==> config.mk <==
export PLATFORM = sky130hd
export DESIGN_NAME = relay_self_supervision
export DESIGN_NICKNAME = d
export VERILOG_FILES = /design/src/self_supervision_pkg.sv /design/src/relay_self_supervision.sv
export SDC_FILE = /design/constraint.sdc
export NUM_CORES = 1
export LEC_CHECK = 0
export BUFFER_PORTS_ARGS = -buffer_cell sky130_fd_sc_hd__buf_2
export CORE_MARGIN = 8
export CORE_UTILIZATION = 40
export DETAILED_ROUTE_END_ITERATION = 10
export GPL_ROUTABILITY_DRIVEN = 0
export HOLD_SLACK_MARGIN = 0.02
export PLACE_DENSITY = 0.74
export SLEW_MARGIN = 25
export SYNTH_ARGS = -nofsm -noshare
export SYNTH_HDL_FRONTEND = slang
export SYNTH_SLANG_ARGS = --single-unit
==> constraint.sdc <==
create_clock -name ref_clk -period 2.3 [get_ports ref_clk]
set_input_delay 0.46 -clock ref_clk [delete_from_list [all_inputs] [get_ports ref_clk]]
set_output_delay 0.46 -clock ref_clk [all_outputs]
set_load 0.02 [all_outputs]
==> src/self_supervision_pkg.sv <==
// shared constants, types and register layout for the relay self-supervision block
package self_supervision_pkg;

    // digital outputs: t1..t8, a1..a5, t9..t24 give 29 controllable outputs
    localparam int NUM_OUTPUTS = 29;
    localparam int NUM_ALARMS = 16;               // supervision alarm sources
    localparam int NUM_GROUPS = 3;                // diagnostic alarm groups
    localparam int REG_WIDTH = 16;

    // register indices on the remote read port (no offsets printed)
    localparam logic [1:0] REG_OUT_FAULT_LOW = 2'h0;
    localparam logic [1:0] REG_OUT_FAULT_HIGH = 2'h1;
    localparam logic [1:0] REG_SPARE = 2'h2;      // third register, content not laid out
    localparam logic [1:0] REG_INTERNAL_FAULT = 2'h3;

    // field positions in the output fault registers
    localparam int OUT_LOW_FIRST_BIT = 2;         // bits 0 and 1 reserved
    localparam int OUT_LOW_COUNT = 14;            // outputs 0..13 land in bits 2..15
    localparam int OUT_HIGH_COUNT = 15;           // outputs 14..28 land in bits 0..14

    // field positions in the internal fault register
    localparam int BIT_INTERNAL_VOLTAGE = 0;
    localparam int BIT_BUS_BUFFER = 1;
    localparam int BIT_ORDER_CODE = 2;
    localparam int BIT_OPTION_CARD = 3;
    localparam int BIT_LOGIC_CONFIG = 4;
    localparam int BIT_ARC_IO_UNIT = 5;
    localparam int BIT_ARC_SENSOR = 6;
    localparam int BIT_QD_CARD = 7;
    localparam int BIT_ARC_BINARY_INPUT = 8;
    localparam int BIT_LOW_SUPPLY = 9;
    localparam int INTERNAL_FAULT_BITS = 10;

    // event codes
    localparam logic [7:0] TEMP_FAULT_ON_EVENT = 8'h38;   // code 56
    localparam logic [7:0] TEMP_FAULT_OFF_EVENT = 8'h39;  // code 57

    // reset values
    localparam logic [2:0] GROUP_TO_FAULT_OUT_RESET = 3'h2;  // only group 2 drives it
    localparam logic [REG_WIDTH-1:0] REG_RESET = 16'h0000;

    // watchdog timing
    localparam int KICK_TIMEOUT_US = 100;         // controller must kick within this
    localparam int RESTART_PULSE_US = 10;         // length of the restart pulse
    localparam int RESTART_WAIT_US = 1000;        // time allowed for the controller to return
    localparam int CLOCK_MHZ = 125;
    localparam int KICK_TIMEOUT_CYC = KICK_TIMEOUT_US * CLOCK_MHZ;
    localparam int RESTART_PULSE_CYC = RESTART_PULSE_US * CLOCK_MHZ;
    localparam int RESTART_WAIT_CYC = RESTART_WAIT_US * CLOCK_MHZ;

    // watchdog states, gray along run -> restart -> wait -> dead
    typedef enum logic [1:0] {
        WD_RUN = 2'b00,
        WD_RESTART = 2'b01,
        WD_WAIT = 2'b11,
        WD_DEAD = 2'b10
    } wd_state_e;

    // event record toward the event log
    typedef struct packed {
        logic valid;
        logic [7:0] code;
    } event_s;

    // local indication bundle
    typedef struct packed {
        logic serviceLed;
        logic faultMessage;
        logic statusNotice;
    } indication_s;

endpackage : self_supervision_pkg

==> src/relay_self_supervision.sv <==
// relay self-supervision: watchdog, fault-status output, diagnostic groups and status registers
// Function
// - watchdog supervises controller, restarts it when inoperable
// - failed restart raises permanent internal fault signal
// - permanent fault blocks all outputs except fault-status
// - internal supply voltages are monitored
// - fault-status energized only when supplied and healthy
// - extra alarm sources routable through output matrix
// - alarms assigned to groups; group ORs its alarms
// - groups selectable onto fault-status; reset selects group two
// - each group alarm mappable to any output
// - boot self-tests and continued runtime checking
// - permanent state drops contact, lights LED, shows message
// - permanent state entered when main functions fail
// - temporary fault sets matrix signal, logs on-event
// - temporary fault clearing logs off-event
// - front panel reset clears latched diagnostic state
// - four 16-bit diagnostic registers readable remotely
// - internal register bit0 voltage, bit9 low supply
// - bits 1-4 bus, order code, card, logic config
// - bits 5-8 arc unit, sensor, qd card, arc input
// - only on/off event code carried in self-diagnostic events
// - unexpected status lights LED and posts notice
`timescale 1ns/1ns
`default_nettype none

module relay_self_supervision
    import self_supervision_pkg::*;
#(
    parameter int KICK_TIMEOUT = KICK_TIMEOUT_CYC,    // watchdog timeout in cycles
    parameter int RESTART_PULSE = RESTART_PULSE_CYC,  // restart pulse in cycles
    parameter int RESTART_WAIT = RESTART_WAIT_CYC     // recovery window in cycles
) (
    input wire logic ref_clk,                            // 125 MHz system clock
    input wire logic rst,                                // synchronous reset, active high
    input wire logic wdKick,                             // controller alive pulse
    output logic controllerRestart,                      // restart pulse to controller
    output logic permanentFault,                         // permanent internal fault signal
    input wire logic auxSupplyOk,                        // auxiliary supply present
    input wire logic [INTERNAL_FAULT_BITS-1:0] hwFault,  // internal fault detectors
    input wire logic bootTestDone,                       // boot self-test finished
    input wire logic bootTestFail,                       // boot self-test failed
    input wire logic unexpectedStatus,                   // runtime checker saw odd status
    input wire logic [NUM_OUTPUTS-1:0] outputFault,      // per-output driver fault
    input wire logic [NUM_ALARMS-1:0] alarmIn,           // supervision alarm sources
    input wire logic [NUM_GROUPS-1:0] extraAlarmIn,      // link, extension, password alarms
    input wire logic [2*NUM_ALARMS-1:0] alarmGroupCfg,   // 2 bits per alarm: 0 none, 1..3 group
    input wire logic [NUM_GROUPS-1:0] groupToFaultCfg,   // group drives fault-status when set
    input wire logic groupToFaultLoad,                   // load strobe for groupToFaultCfg
    input wire logic [NUM_OUTPUTS-1:0] groupMatrixCfg [NUM_GROUPS], // group to output map
    input wire logic [NUM_OUTPUTS-1:0] extraMatrixCfg [NUM_GROUPS], // extra alarm to output map
    input wire logic [NUM_OUTPUTS-1:0] protectionOut,    // outputs asked by protection logic
    input wire logic panelReset,                         // front panel diagnostic reset
    input wire logic [1:0] regAddr,                      // remote register index
    input wire logic regRead,                            // remote read strobe
    output logic [REG_WIDTH-1:0] regData,                // remote read data
    output logic faultStatusOutput,                      // fault-status relay coil
    output logic [NUM_OUTPUTS-1:0] digitalOutput,        // relay output coils
    output logic [NUM_GROUPS-1:0] diagGroupAlarm,        // group alarms one to three
    output logic selfDiagSignal,                         // matrix signal of temporary fault
    output event_s diagEvent,                            // event toward the log
    output indication_s indication                       // LED and display requests
);

    // datapath:
    // - watchdog on
    //   the kick line
    // - alarms fold
    //   into groups
    // - matrix drive
    // - fault latches
    //   for the reader
    // - boot result
    //   latched once
    // outputs are all
    //   flops, so no
    //   glitch reaches
    //   a relay coil
    // watchdog state and counter
    wd_state_e wdState_q, wdState_d;
    logic [31:0] wdCount_q, wdCount_d;
    logic restart_q, restart_d;

    // latched diagnostic state and configuration
    logic [NUM_GROUPS-1:0] groupToFault_q;
    logic [INTERNAL_FAULT_BITS-1:0] faultLatch_q;
    logic [NUM_OUTPUTS-1:0] outFaultLatch_q;
    logic tempFault_q;
    logic bootBad_q;
    logic oddLatch_q;

    // map an alarm's group field to a one-hot group vector
    function automatic logic [NUM_GROUPS-1:0] group_hit(input logic [1:0] sel);
        group_hit = (sel == 2'h0) ? '0 : NUM_GROUPS'(1 << (sel - 2'h1));
    endfunction : group_hit

    // group field 0
    //   leaves the
    //   alarm unlinked,
    //   so a blank cfg
    //   never drops
    //   the fault relay
    // group OR across every alarm linked to it
    logic [NUM_GROUPS-1:0] groupActive;
    always_comb begin
        groupActive = '0;
        for (int i = 0; i < NUM_ALARMS; i++) begin
            if (alarmIn[i]) begin
                groupActive = groupActive | group_hit(alarmGroupCfg[2*i +: 2]);
            end
        end
    end

    // the matrix only
    //   adds drive;
    //   blocking in a
    //   permanent fault
    //   is done later
    // matrix routing of group alarms and extra alarm sources
    logic [NUM_OUTPUTS-1:0] matrixTerm [NUM_GROUPS];
    genvar g;
    generate
        for (g = 0; g < NUM_GROUPS; g++) begin : g_matrix
            assign matrixTerm[g] = ({NUM_OUTPUTS{groupActive[g]}} & groupMatrixCfg[g])
                | ({NUM_OUTPUTS{extraAlarmIn[g]}} & extraMatrixCfg[g]);
        end
    endgenerate
    wire [NUM_OUTPUTS-1:0] matrixOut = matrixTerm[0] | matrixTerm[1] | matrixTerm[2];

    // health terms:
    // - supply fault
    //   covers aux loss
    //   and its bits
    // - a group only
    //   counts if chosen
    // any internal fault, supply check included
    wire supplyFault = hwFault[BIT_INTERNAL_VOLTAGE] | hwFault[BIT_LOW_SUPPLY] | ~auxSupplyOk;
    wire anyHwFault = |hwFault;
    // main functions lost: watchdog gave up, or boot test failed
    wire permanentNow = (wdState_q == WD_DEAD) | bootBad_q;
    // temporary condition: runtime fault seen while still operating
    wire tempNow = (anyHwFault | supplyFault) & ~permanentNow;
    // selected groups pull the fault-status relay down
    wire groupDrop = |(groupActive & groupToFault_q);
    wire healthy = auxSupplyOk & ~permanentNow & ~groupDrop & ~supplyFault;

    // phases:
    // run: kick clears
    //   the counter
    // restart: pulse
    //   to controller
    // wait: a kick
    //   returns to run
    // dead: held
    //   until rst
    // the counter is
    //   cleared entering
    //   run, restart and
    //   wait, so lengths are exact
    // limitation: a
    //   kick stuck high
    //   hides a hang
    // watchdog next state; a missed kick restarts, no kick within the wait window after it is permanent
    always_comb begin
        wdState_d = wdState_q;
        wdCount_d = wdCount_q + 32'h0000_0001;
        restart_d = 1'b0;
        case (wdState_q)
            WD_RUN: begin
                if (wdKick) begin
                    wdCount_d = '0;
                end else if (wdCount_q >= 32'(KICK_TIMEOUT - 1)) begin
                    wdState_d = WD_RESTART;      // controller inoperable
                    wdCount_d = '0;
                end
            end
            WD_RESTART: begin
                restart_d = 1'b1;                // hold controller in restart
                if (wdCount_q >= 32'(RESTART_PULSE - 1)) begin
                    wdState_d = WD_WAIT;
                    wdCount_d = '0;
                    // last cycle of the pulse still drives restart
                end
            end
            WD_WAIT: begin
                if (wdKick) begin
                    wdState_d = WD_RUN;          // controller came back
                    wdCount_d = '0;
                end else if (wdCount_q >= 32'(RESTART_WAIT - 1)) begin
                    wdState_d = WD_DEAD;         // restart failed
                end
            end
            default: begin
                wdCount_d = wdCount_q;           // stays dead until reset
            end
        endcase
    end

    // watchdog registers
    always_ff @(posedge ref_clk) begin
        if (rst) begin
            wdState_q <= WD_RUN;
            wdCount_q <= '0;
            restart_q <= 1'b0;
        end else begin
            wdState_q <= wdState_d;
            wdCount_q <= wdCount_d;
            restart_q <= restart_d;
        end
    end

    // fault-status selection; reset value leaves only group two linked
    always_ff @(posedge ref_clk) begin
        if (rst) begin
            groupToFault_q <= GROUP_TO_FAULT_OUT_RESET;
        end else if (groupToFaultLoad) begin
            groupToFault_q <= groupToFaultCfg;
        end
    end

    // boot result is latched once the boot test finishes
    always_ff @(posedge ref_clk) begin
        if (rst) begin
            bootBad_q <= 1'b0;
        end else if (bootTestDone & bootTestFail) begin
            bootBad_q <= 1'b1;
        end
    end

    // latch policy:
    // - set while the
    //   detector is high
    // - panel clear
    //   drops them, but
    //   a live detector
    //   sets them again
    // - aux loss sets
    //   the supply bit
    // latched diagnostics; a new fault wins over the panel clear
    always_ff @(posedge ref_clk) begin
        if (rst) begin
            faultLatch_q <= '0;
            outFaultLatch_q <= '0;
            oddLatch_q <= 1'b0;
        end else begin
            faultLatch_q <= (panelReset ? '0 : faultLatch_q) | hwFault
                | {~auxSupplyOk, {(INTERNAL_FAULT_BITS-1){1'b0}}};
            outFaultLatch_q <= (panelReset ? '0 : outFaultLatch_q) | outputFault;
            oddLatch_q <= (panelReset ? 1'b0 : oddLatch_q) | unexpectedStatus;
        end
    end

    // events:
    // - on-event when
    //   the condition
    //   appears
    // - off-event when
    //   it goes
    // - valid is one
    //   cycle, not held
    // a permanent state
    //   masks the cause
    // temporary state tracking and event generation
    always_ff @(posedge ref_clk) begin
        if (rst) begin
            tempFault_q <= 1'b0;
            diagEvent <= '0;
        end else begin
            tempFault_q <= tempNow;
            diagEvent.valid <= tempNow ^ tempFault_q;
            // event code travels with every diagnostic event
            diagEvent.code <= tempNow ? TEMP_FAULT_ON_EVENT : TEMP_FAULT_OFF_EVENT;
        end
    end

    // read port:
    // - strobe taken
    //   at one edge
    // - data stands
    //   until the next
    //   strobe
    // - reads never
    //   clear a latch
    // - spare reads 0
    //   (index 2)
    // remote register read mux
    logic [REG_WIDTH-1:0] readMux;
    always_comb begin
        if (regAddr == REG_OUT_FAULT_LOW) begin
            readMux = {outFaultLatch_q[OUT_LOW_COUNT-1:0], 2'b00};
        end else if (regAddr == REG_OUT_FAULT_HIGH) begin
            readMux = {1'b0, outFaultLatch_q[NUM_OUTPUTS-1:OUT_LOW_COUNT]};
        end else if (regAddr == REG_INTERNAL_FAULT) begin
            // bit order fixed by the field constants
            readMux = {6'h00, faultLatch_q};
        end else begin
            readMux = REG_RESET;                 // third register reads as zero
        end
    end

    // read data is registered and held between reads
    always_ff @(posedge ref_clk) begin
        if (rst) begin
            regData <= REG_RESET;
        end else if (regRead) begin
            regData <= readMux;
        end
    end

    // output stage:
    // - protection and
    //   matrix are ORed
    // - permanent state
    //   forces all low
    // - fault relay
    //   drops with power
    //   the same way
    // output stage; all outputs come straight from flip-flops
    always_ff @(posedge ref_clk) begin
        if (rst) begin
            faultStatusOutput <= 1'b0;
            digitalOutput <= '0;
            diagGroupAlarm <= '0;
            selfDiagSignal <= 1'b0;
            controllerRestart <= 1'b0;
            permanentFault <= 1'b0;
            indication <= '0;
        end else begin
            faultStatusOutput <= healthy;
            digitalOutput <= permanentNow ? '0 : (protectionOut | matrixOut);
            diagGroupAlarm <= groupActive;
            selfDiagSignal <= tempNow;
            controllerRestart <= restart_q;
            permanentFault <= permanentNow;
            indication.serviceLed <= permanentNow | oddLatch_q;
            indication.faultMessage <= permanentNow;
            indication.statusNotice <= oddLatch_q;
        end
    end

endmodule : relay_self_supervision
`default_nettype wire

Word level (Yosys, flattened, before mapping)
Cells that the tools add are included.

Bits of input ports: 308. Output and inout port bits: 64. Bits in registers: 142. Logic and storage cells: 185.

Add/subtract/negate cells: 17. Bitwise operators: 47. Reductions and logical operators: 23. Shift-type cells: 16. Order comparisons: 3. Muxes and demuxes: 51. Equality and inequality tests: 9.

Operators by type and width (count): 29-bit bitwise OR (7); 29-bit AND (6); 32-bit 2-to-1 mux (4); 3-bit 2-to-1 mux (32); 32-bit one-hot mux with 3 select lines (1); 1-bit by 2-bit << shifter with 3-bit output (first input constant) (16); 3-bit bitwise OR (15); 2-bit zero test (18); 32-bit by 1-bit adder with 32-bit output (second input constant) (1); 32-bit by 11-bit greater-or-equal comparator with 1-bit output (second input constant) (1); 32-bit by 14-bit greater-or-equal comparator with 1-bit output (second input constant) (1); 32-bit by 17-bit greater-or-equal comparator with 1-bit output (second input constant) (1); 2-bit by 1-bit subtractor with 2-bit output (second input constant) (16); 29-bit 2-to-1 mux (1); 10-bit 2-to-1 mux (2); 10-bit bitwise OR (2); 16-bit 2-to-1 mux (1); 15-bit 2-to-1 mux (1); 2-bit 2-to-1 mux (5); 10-bit OR reduction (1); 2-bit == test (second input constant) (3); 2-bit inequality test (second input constant) (3); 1-bit bitwise OR (6); 2-bit one-hot mux with 3 select lines (1); 11 further kinds (21).

Logic depth before layout (Yosys ltp)
Gate-level depths: netlist (run 1).

Depth after elaboration: 39. Depth in mapped cells: 10.

Worst setup path before layout (run 1)
No wires, ideal clock.

Path type: register -> register. Start: reg wdState_q[0]. End: reg wdCount_q[25]. Stages on the path, launching flop included: 10. Arrival: 2.117 ns. Required time: 2.185 ns. Path buffers: 1. Period minus slack after synthesis: 2.232 ns. Setup slack: 0.068 ns. Cell sequence: dfxtp_1 -> inv_1 -> ha_1 -> and3b_1 -> nand4_1 -> or3b_2 -> clkbuf_1 -> nor3_1 -> xnor2_1 -> nor2_1.

Cells in the longest elaborated chain, start to end: 2. Elaborated cells between the ends (all ways): 5. Classes of those cells: eq/ne (2); mux (1); reduce/logical (2).

RTL lines: from (decl) (RTL line relay_self_supervision.sv:80) `wd_state_e wdState_q, wdState_d;`; from (signal assigned) (RTL line relay_self_supervision.sv:206) `wdState_q <= wdState_d;`; 2-bit == test, or another cell as far along (RTL line relay_self_supervision.sv:168) `case (wdState_q)`; 32-bit one-hot mux with 3 select lines or 3-bit nonzero test (tied branches); to (signal assigned) (RTL line relay_self_supervision.sv:207) `wdCount_q <= wdCount_d;`; to (decl) (RTL line relay_self_supervision.sv:81) `logic [31:0] wdCount_q, wdCount_d;`.

Several ways; a longest one is shown, not always the timed one. A chain may end at the register's enable or synchronous reset.

Worst setup path in the final report (run 1)
Start: reg wdCount_q[17]. End: reg wdCount_q[22].

Cells in the longest elaborated chain, start to end: 4. Elaborated cells between the ends (all ways): 8. Classes of those cells: add/sub (1); order compare (2); mux (5).

RTL lines: 32-bit by 1-bit adder with 32-bit output or 32-bit by 14-bit greater-or-equal comparator with 1-bit output (tied branches) (RTL line relay_self_supervision.sv:166, relay_self_supervision.sv:172); 32-bit 2-to-1 mux (RTL line relay_self_supervision.sv:172) `end else if (wdCount_q >= 32'(KICK_TIMEOUT - 1)) begin`; 32-bit 2-to-1 mux (RTL line relay_self_supervision.sv:170) `if (wdKick) begin`; 32-bit one-hot mux with 3 select lines * (RTL line relay_self_supervision.sv:168).

Every way passes the cells marked *; elsewhere a longest branch is shown, timed or not.

==> results of run 1 <==
## state kept, by name (all words and copies together) (netlist names)
register and flops:
faultStatusOutput 1, faultLatch_q 10, wdCount_q 32, wdState_q 2, regData 16, groupToFault_q 3
diagGroupAlarm 3, restart_q 1, diagEvent 3, digitalOutput 29, oddLatch_q 1, outFaultLatch_q 29
selfDiagSignal 1, bootBad_q 1, indication 3, controllerRestart 1
## report_power, final
group          switching (W)  internal, W  leakage [nW]
registers           0.000106      0.00260          1.13
clock network       0.000997      0.00166         0.273
logic                0.00100     0.000693          2.86
## final cells by class
class	count	area (sq um)	area share (%)
multi-input combinational	608	3500	38.1
sequential	136	2730	29.7
timing repair buffer	388	2020	22.0
clock buffer	26	479	5.22
tap	216	270	2.94
clock inverter	6	90.1	0.981
inverter	20	75.1	0.818
antenna	6	15.0	0.164
## cells in the mapped netlist (2+ instances only)
library cell / count
o22ai_1: 15
buf_1: 7
nor2b_1: 8
xor2_1: 7
xnor2_1: 22
a21oi_1: 149
ha_1: 9
or2_2: 2
nor2_1: 113
a31oi_1: 6
nand2_1: 81
a2111oi_0: 2
buf_6: 3
a22oi_1: 60
nor4_1: 16
nand3b_1: 3
mux2_2: 8
and2_1: 4
buf_4: 7
and3_1: 10
nand4_1: 8
dfxtp_1: 136
nor3_1: 10
clkbuf_1: 35
nand2b_1: 3
mux2i_1: 12
inv_1: 20
a211oi_1: 8
a41oi_1: 2
nand3_1: 21
o21ai_0: 4
nor3b_1: 2
or4_1: 2
## what timing repair did
item | 4_1_cts | 5_1_grt
endpoints found under the hold margin | 0 | 0
pin swaps | 0 | 4
buffers inserted | 0 | 0
gates resized for setup | 1 | 17
setup endpoints to repair | 28 | 33
## worst max-delay path, cell delays in order (launching register included)
cell and delay, ns:
dfxtp_2 0.34, nor4_2 0.28, nand4_1 0.19, or4_4 0.45, o311a_1 0.35, a211o_1 0.27, buf_12 0.18, nor2_1 0.11
## layout by cell type, fill, tap and decap left out, types with 10 or more instances in the layout
cell type  count
buf_2        367
a21oi_1      149
dfxtp_1      131
nor2_1       113
nand2_1       81
a22oi_1       60
xnor2_1       22
nand3_1       21
inv_1         19
buf_4         19
clkbuf_16     17
o22ai_1       15
nor4_1        13
mux2i_1       12
and3_1        10
## stage by stage
step | total power [W] | cells
final | 0.00705 | 1406
after global routing | 0.00743 | 1405
after CTS | 0.00707 | 1400
after floorplan | 0.00369 | 816
after global placement | 0.00439 | 1368
after detailed placement | 0.00440 | 1368
## worst paths after layout
check / slack, ns / cells past startpoint / end / from
worst max-delay path: 0.06 / 7 / wdCount_q[22]$_SDFFE_PP0P_ / wdCount_q[17]$_SDFFE_PP0P_
worst min register to register: 0.44 / 1 / controllerRestart$_SDFF_PP0_ / restart_q$_SDFF_PP0_
worst min-delay path: 0.25 / 3 / outFaultLatch_q[0]$_SDFF_PP0_ / outputFault[0]
worst max register to register: 0.06 / 7 / wdCount_q[22]$_SDFFE_PP0P_ / wdCount_q[17]$_SDFFE_PP0P_
## kinds of logic (layout without fill, tap and decap cells)
kind of cell,count (synthesis),count (layout),share of synthesized area (%)
XOR/XNOR,29,29,3.93
AND/OR/NAND/NOR,290,290,20.3
flip-flops,136,136,42.1
multiplexers,20,20,3.25
adder cells (fa/ha/maj),9,9,1.74
buffers and inverters,72,440,4.93
AO/OA/AOI/OAI,256,256,23.7
other,1,10,0.0580
## routing by layer
| metal | share of wire (%) | vias up | track usage, % | wire length, microns |
|---|---|---|---|---|
| met5 | 0.12 | - | 0 | 32 |
| li1 | - | 3606 | - | - |
| met3 | 11 | 43 | 9.28 | 2830 |
| met4 | 2.3 | 6 | 9.68 | 622 |
| met1 | 40 | 3379 | 30.0 | 10700 |
| met2 | 47 | 389 | 41.4 | 12400 |
==> flow_summary.yaml, run 1 <==
status:
  run_status: "complete, no violations"
power_and_ir_drop:
  power_density_nw_per_um2: 768
  ir_drop_uv: 510
  p_leak_nw: 4.26
finish:
  areaGrowthSynthToFinish_pct: 41.9
  nNetsFinal: 1488
  n_fill_cell: 1496
  final_core_utilization_pct: 58.0
  final_area_sq_um: 9180
  drive_gt1_share_pct: 37.3
grt:
  antenna_found_initial: 8
  grt_overflow: 0
  grt_start_max_net_pins: 41
  grt_pass1_vias: 7254
  grt_pass1_wl_microns: 39800
  grt.total_usage_pct: 25.5
synth:
  postSynthAreaPerCell_sq_um: 7.96
  synth-main-ff-cell: "dfxtp_1"
  ys_seq_elements: 136
  synth_area_sq_um: 6470
  seq_area_frac_synth_pct: 42.1
  ys_warn_count: 0
  ys_types: 51
  synth.top_cell.area_share_pct: 42.1
  synth_edf_count: 0
  netlist_instances: 813
  async_reset_ff_share_pct: 0
  ys_top_cells_by_area: "dfxtp_1 42%, a21oi_1 12%, a22oi_1 7.0%"
  yosys.area.top_type: "dfxtp_1"
min_path:
  hp-class: "in -> reg"
drt:
  dr.pass1.iters: 5
  drt-initial-drc-count: 480
  antenna_left: 0
  drc: 0
  finalWirelength_microns: 26600
  routed_via_density: 5.28
  num_vias: 7423
  wl_per_cell_microns: 18.9
timing:
  fin_skew_ns: 0.00591
  setup_viol: 0
  finalWorstSetupSlack_ns: 0.0573
  whs_ns: 0.247
  timing.fmax_mhz: 446
  finalMaxSlewViolations: 0
  hold_viol_final: 0
  rsz0062_at_grt: "yes"
  slew-limit-headroom_pct: 58.0
  tightest_slew_ns: 0.630
  fin_setup_tns_ns: 0
  min_period_over_period_pct: 97.5
  finalCriticalPeriod_ns: 2.24
clocking:
  htree_levels: 4
  cts.path.max_buffers: 2
  cts_hold_buf: 0
  cts_root_buffer: "clkbuf_16"
  clk_pin_slew_worst_paths_ns: 0.06
  numClockSinks: 136
  clk_latency_ns: 0.42
  cts_buffers: 17
  cts_tree: "done"
die:
  fp-row-count: 46
  die_h_microns: 143
  io_pins: 372
  die_area_sq_um: 20500
  core-area_sq_um: 15800
  die_w_microns: 143
  initial_core_util_pct: 40.9
placement:
  hpwl_microns: 21100
  postPlaceCellArea_sq_um: 8520
  dp_slack_ns: -0.0160
  portBuffers: 367
worst_setup_path:
  start_kind: "flip-flop"
  cp_max_fo: 28
  crit_path_end_kind: "flip-flop"
  cp.required_ns: 2.65
  path_class: "reg -> reg"
  arrival_ns: 2.59
run:
  maxCapViolations: 0
Note: power is estimated with default switching activity, not from simulation.
==> run 2: changes to the inputs <==
CORE_ASPECT_RATIO = 0.6   (was not set)
==> flow_summary.yaml, run 2 (same netlist as run 1, synthesis figures left out) <==
status:
  run_status: "complete, but fails checks"
  violations: "negative setup slack"
finish:
  nNetsFinal: 1500
  final_area_sq_um: 9580
  largest_register: "wdCount_q"
  mostFrequentLayoutCell: "buf_2"
  drive_gt1_share_pct: 40.8
  n_fill_cell: 1481
  areaGrowthSynthToFinish_pct: 48.2
  multi_input_area_sq_um: 3720
  final_cells: 1414
  largestRegisters: "wdCount_q: 32 flops, digitalOutput: 29 flops, outFaultLatch_q: 29 flops"
  most-common-layout-cells: "367 x buf_2, 148 x a21oi_1, 135 x dfxtp_1"
  largest_reg_flops: 32
  seq_area_sq_um: 2720
min_path:
  min_path_cells: 3
  holdPathEnd: "outFaultLatch_q[17]$_SDFF_PP0_"
  hold_start: "outputFault[17]"
  hp-class: "in -> reg"
placement:
  postPlaceCellArea_sq_um: 8560
  hpwl_microns: 23800
  dp_cells: 1365
  portBuffers: 367
  dp_slack_ns: -0.0527
power_and_ir_drop:
  p_seq_share_pct: 35.9
  clock_power_share_pct: 37.4
  power_density_nw_per_um2: 785
  p_int_w: 0.00521
  ir_drop_uv: 461
  p_leak_nw: 4.37
  swShare_pct: 30.7
  p_sw_w: 0.00231
  pwr-share-comb_pct: 26.7
die:
  io_pins: 372
  fp-row-count: 36
  die_w_microns: 180
  die_h_microns: 114
  core-area_sq_um: 16000
  initial_core_util_pct: 40.3
  die_area_sq_um: 20600
worst_setup_path:
  start_kind: "flip-flop"
  reg2reg_depth: 7
  cp_slowest_cell: "or4_4"
  crit_family: "simple AND/OR/NAND/NOR gates"
  crit_path_end_kind: "flip-flop"
  slowest_delay_ns: 0.47
  arrival_ns: 2.70
  cp_max_fo: 7
  cp.required_ns: 2.65
  path_cells: "nor4_2 > nand4_1 > or4_4 > o311a_4 > a211o_4 > clkbuf_16 > nor2_2"
  path_class: "reg -> reg"
  path_buf_inv: 1
  reg2reg_slack_ns: -0.05
  r2r-start: "wdCount_q[17]$_SDFFE_PP0P_"
  r2r-end: "wdCount_q[27]$_SDFFE_PP0P_"
timing:
  min_period_over_period_pct: 102
  slew-limit-headroom_pct: 59.9
  finalWorstSetupSlack_ns: -0.0519
  finalMaxSlewViolations: 0
  fin_skew_ns: 0.0163
  tightest_slew_ns: 0.602
  fin_setup_tns_ns: -0.557
  timing.fmax_mhz: 425
  hold_viol_final: 0
  finalCriticalPeriod_ns: 2.35
  rsz0062_at_grt: "yes"
  setup_viol: 21
clocking:
  numClockSinks: 136
  cts_root_buffer: "clkbuf_16"
  clk_pin_slew_worst_paths_ns: 0.06
  clk_latency_ns: 0.41
  cts_buffers: 17
  cts_tree: "done"
  htree_levels: 4
  cts.path.max_buffers: 2
grt:
  grt_pass1_vias: 7499
  grt_pass1_wl_microns: 43700
  grt_start_max_net_pins: 76
  grt_overflow: 0
  antenna_found_initial: 12
  grt.total_usage_pct: 27.5
drt:
  wl_per_cell_microns: 21.6
  drc: 0
  finalWirelength_microns: 30500
  num_vias: 7842
  drt-initial-drc-count: 909
  dr.pass1.iters: 6
  routed_via_density: 5.55
  antenna_left: 0
run:
  maxCapViolations: 0
run 2: power by group through the flow:
| stage | registers [W] | clock network (W) | logic [W] |
|---|---|---|---|
| after detailed placement | 0.00274 | 0 | 0.00171 |
| after floorplan | 0.00293 | 0 | 0.000759 |
| after CTS | 0.00270 | 0.00285 | 0.00174 |
| final | 0.00270 | 0.00281 | 0.00201 |
| after global placement | 0.00274 | 0 | 0.00169 |
| after global routing | 0.00272 | 0.00298 | 0.00213 |
run 2: cell type report:
class                           instances  share of cell area, %
Multi-Input combinational cell        608                   38.9
Sequential cell                       136                   28.4
Timing Repair Buffer                  400                   22.6
Clock buffer                           24                   5.13
Tap cell                              209                   2.73
Clock inverter                          7                   1.21
Inverter                               20                  0.783
Antenna cell                           10                  0.261
run 2: how the worst max path moves through the flow:
| stage | start | to | slack (ns) | depth (start not counted) |
|---|---|---|---|---|
| 2_1_floorplan | wdState_q[0]$_SDFFE_PP0P_ | wdCount_q[25]$_SDFFE_PP0P_ | 0.07 | 9 |
| 4_1_cts | wdCount_q[25]$_SDFFE_PP0P_ | wdCount_q[3]$_SDFFE_PP0P_ | 0.01 | 6 |
| 3_5_place_dp | wdCount_q[17]$_SDFFE_PP0P_ | wdCount_q[13]$_SDFFE_PP0P_ | -0.05 | 7 |
| 5_1_grt | wdCount_q[24]$_SDFFE_PP0P_ | wdCount_q[27]$_SDFFE_PP0P_ | -0.11 | 7 |
| 6_report | wdCount_q[17]$_SDFFE_PP0P_ | wdCount_q[27]$_SDFFE_PP0P_ | -0.05 | 7 |
| 3_3_place_gp | wdCount_q[18]$_SDFFE_PP0P_ | wdCount_q[25]$_SDFFE_PP0P_ | 0.01 | 7 |
run 2: per-layer routing:
layer	up-vias	track usage [%]	wire length (microns)
met2	464	45.1	14500
li1	3645	-	-
met3	70	9.38	2950
met4	2	13.3	1020
met1	3661	32.3	12000
met5	-	0	13
run 2: through the flow:
stage | util, % | hold WS (ns) | total power (W)
6_report | 59.8 | 0.256 | 0.00752
5_1_grt | 59.8 | 0.251 | 0.00783
4_1_cts | 57.4 | 0.245 | 0.00729
3_5_place_dp | 53.4 | 0.447 | 0.00446
3_3_place_gp | 53.4 | 0.447 | 0.00443
2_1_floorplan | - | 0.414 | 0.00369
run 2: repair_timing:
item	in CTS	in global routing
hold buffers	0	0
pin swaps	5	31
setup endpoints to repair	29	34
setup buffers	3	2
resized for setup	5	65
gates cloned	0	3
run 2: tightest hold or removal path: stages:
cell,delay (ns)
buf_2,0.08
a21oi_1,0.03
nor2_1,0.06
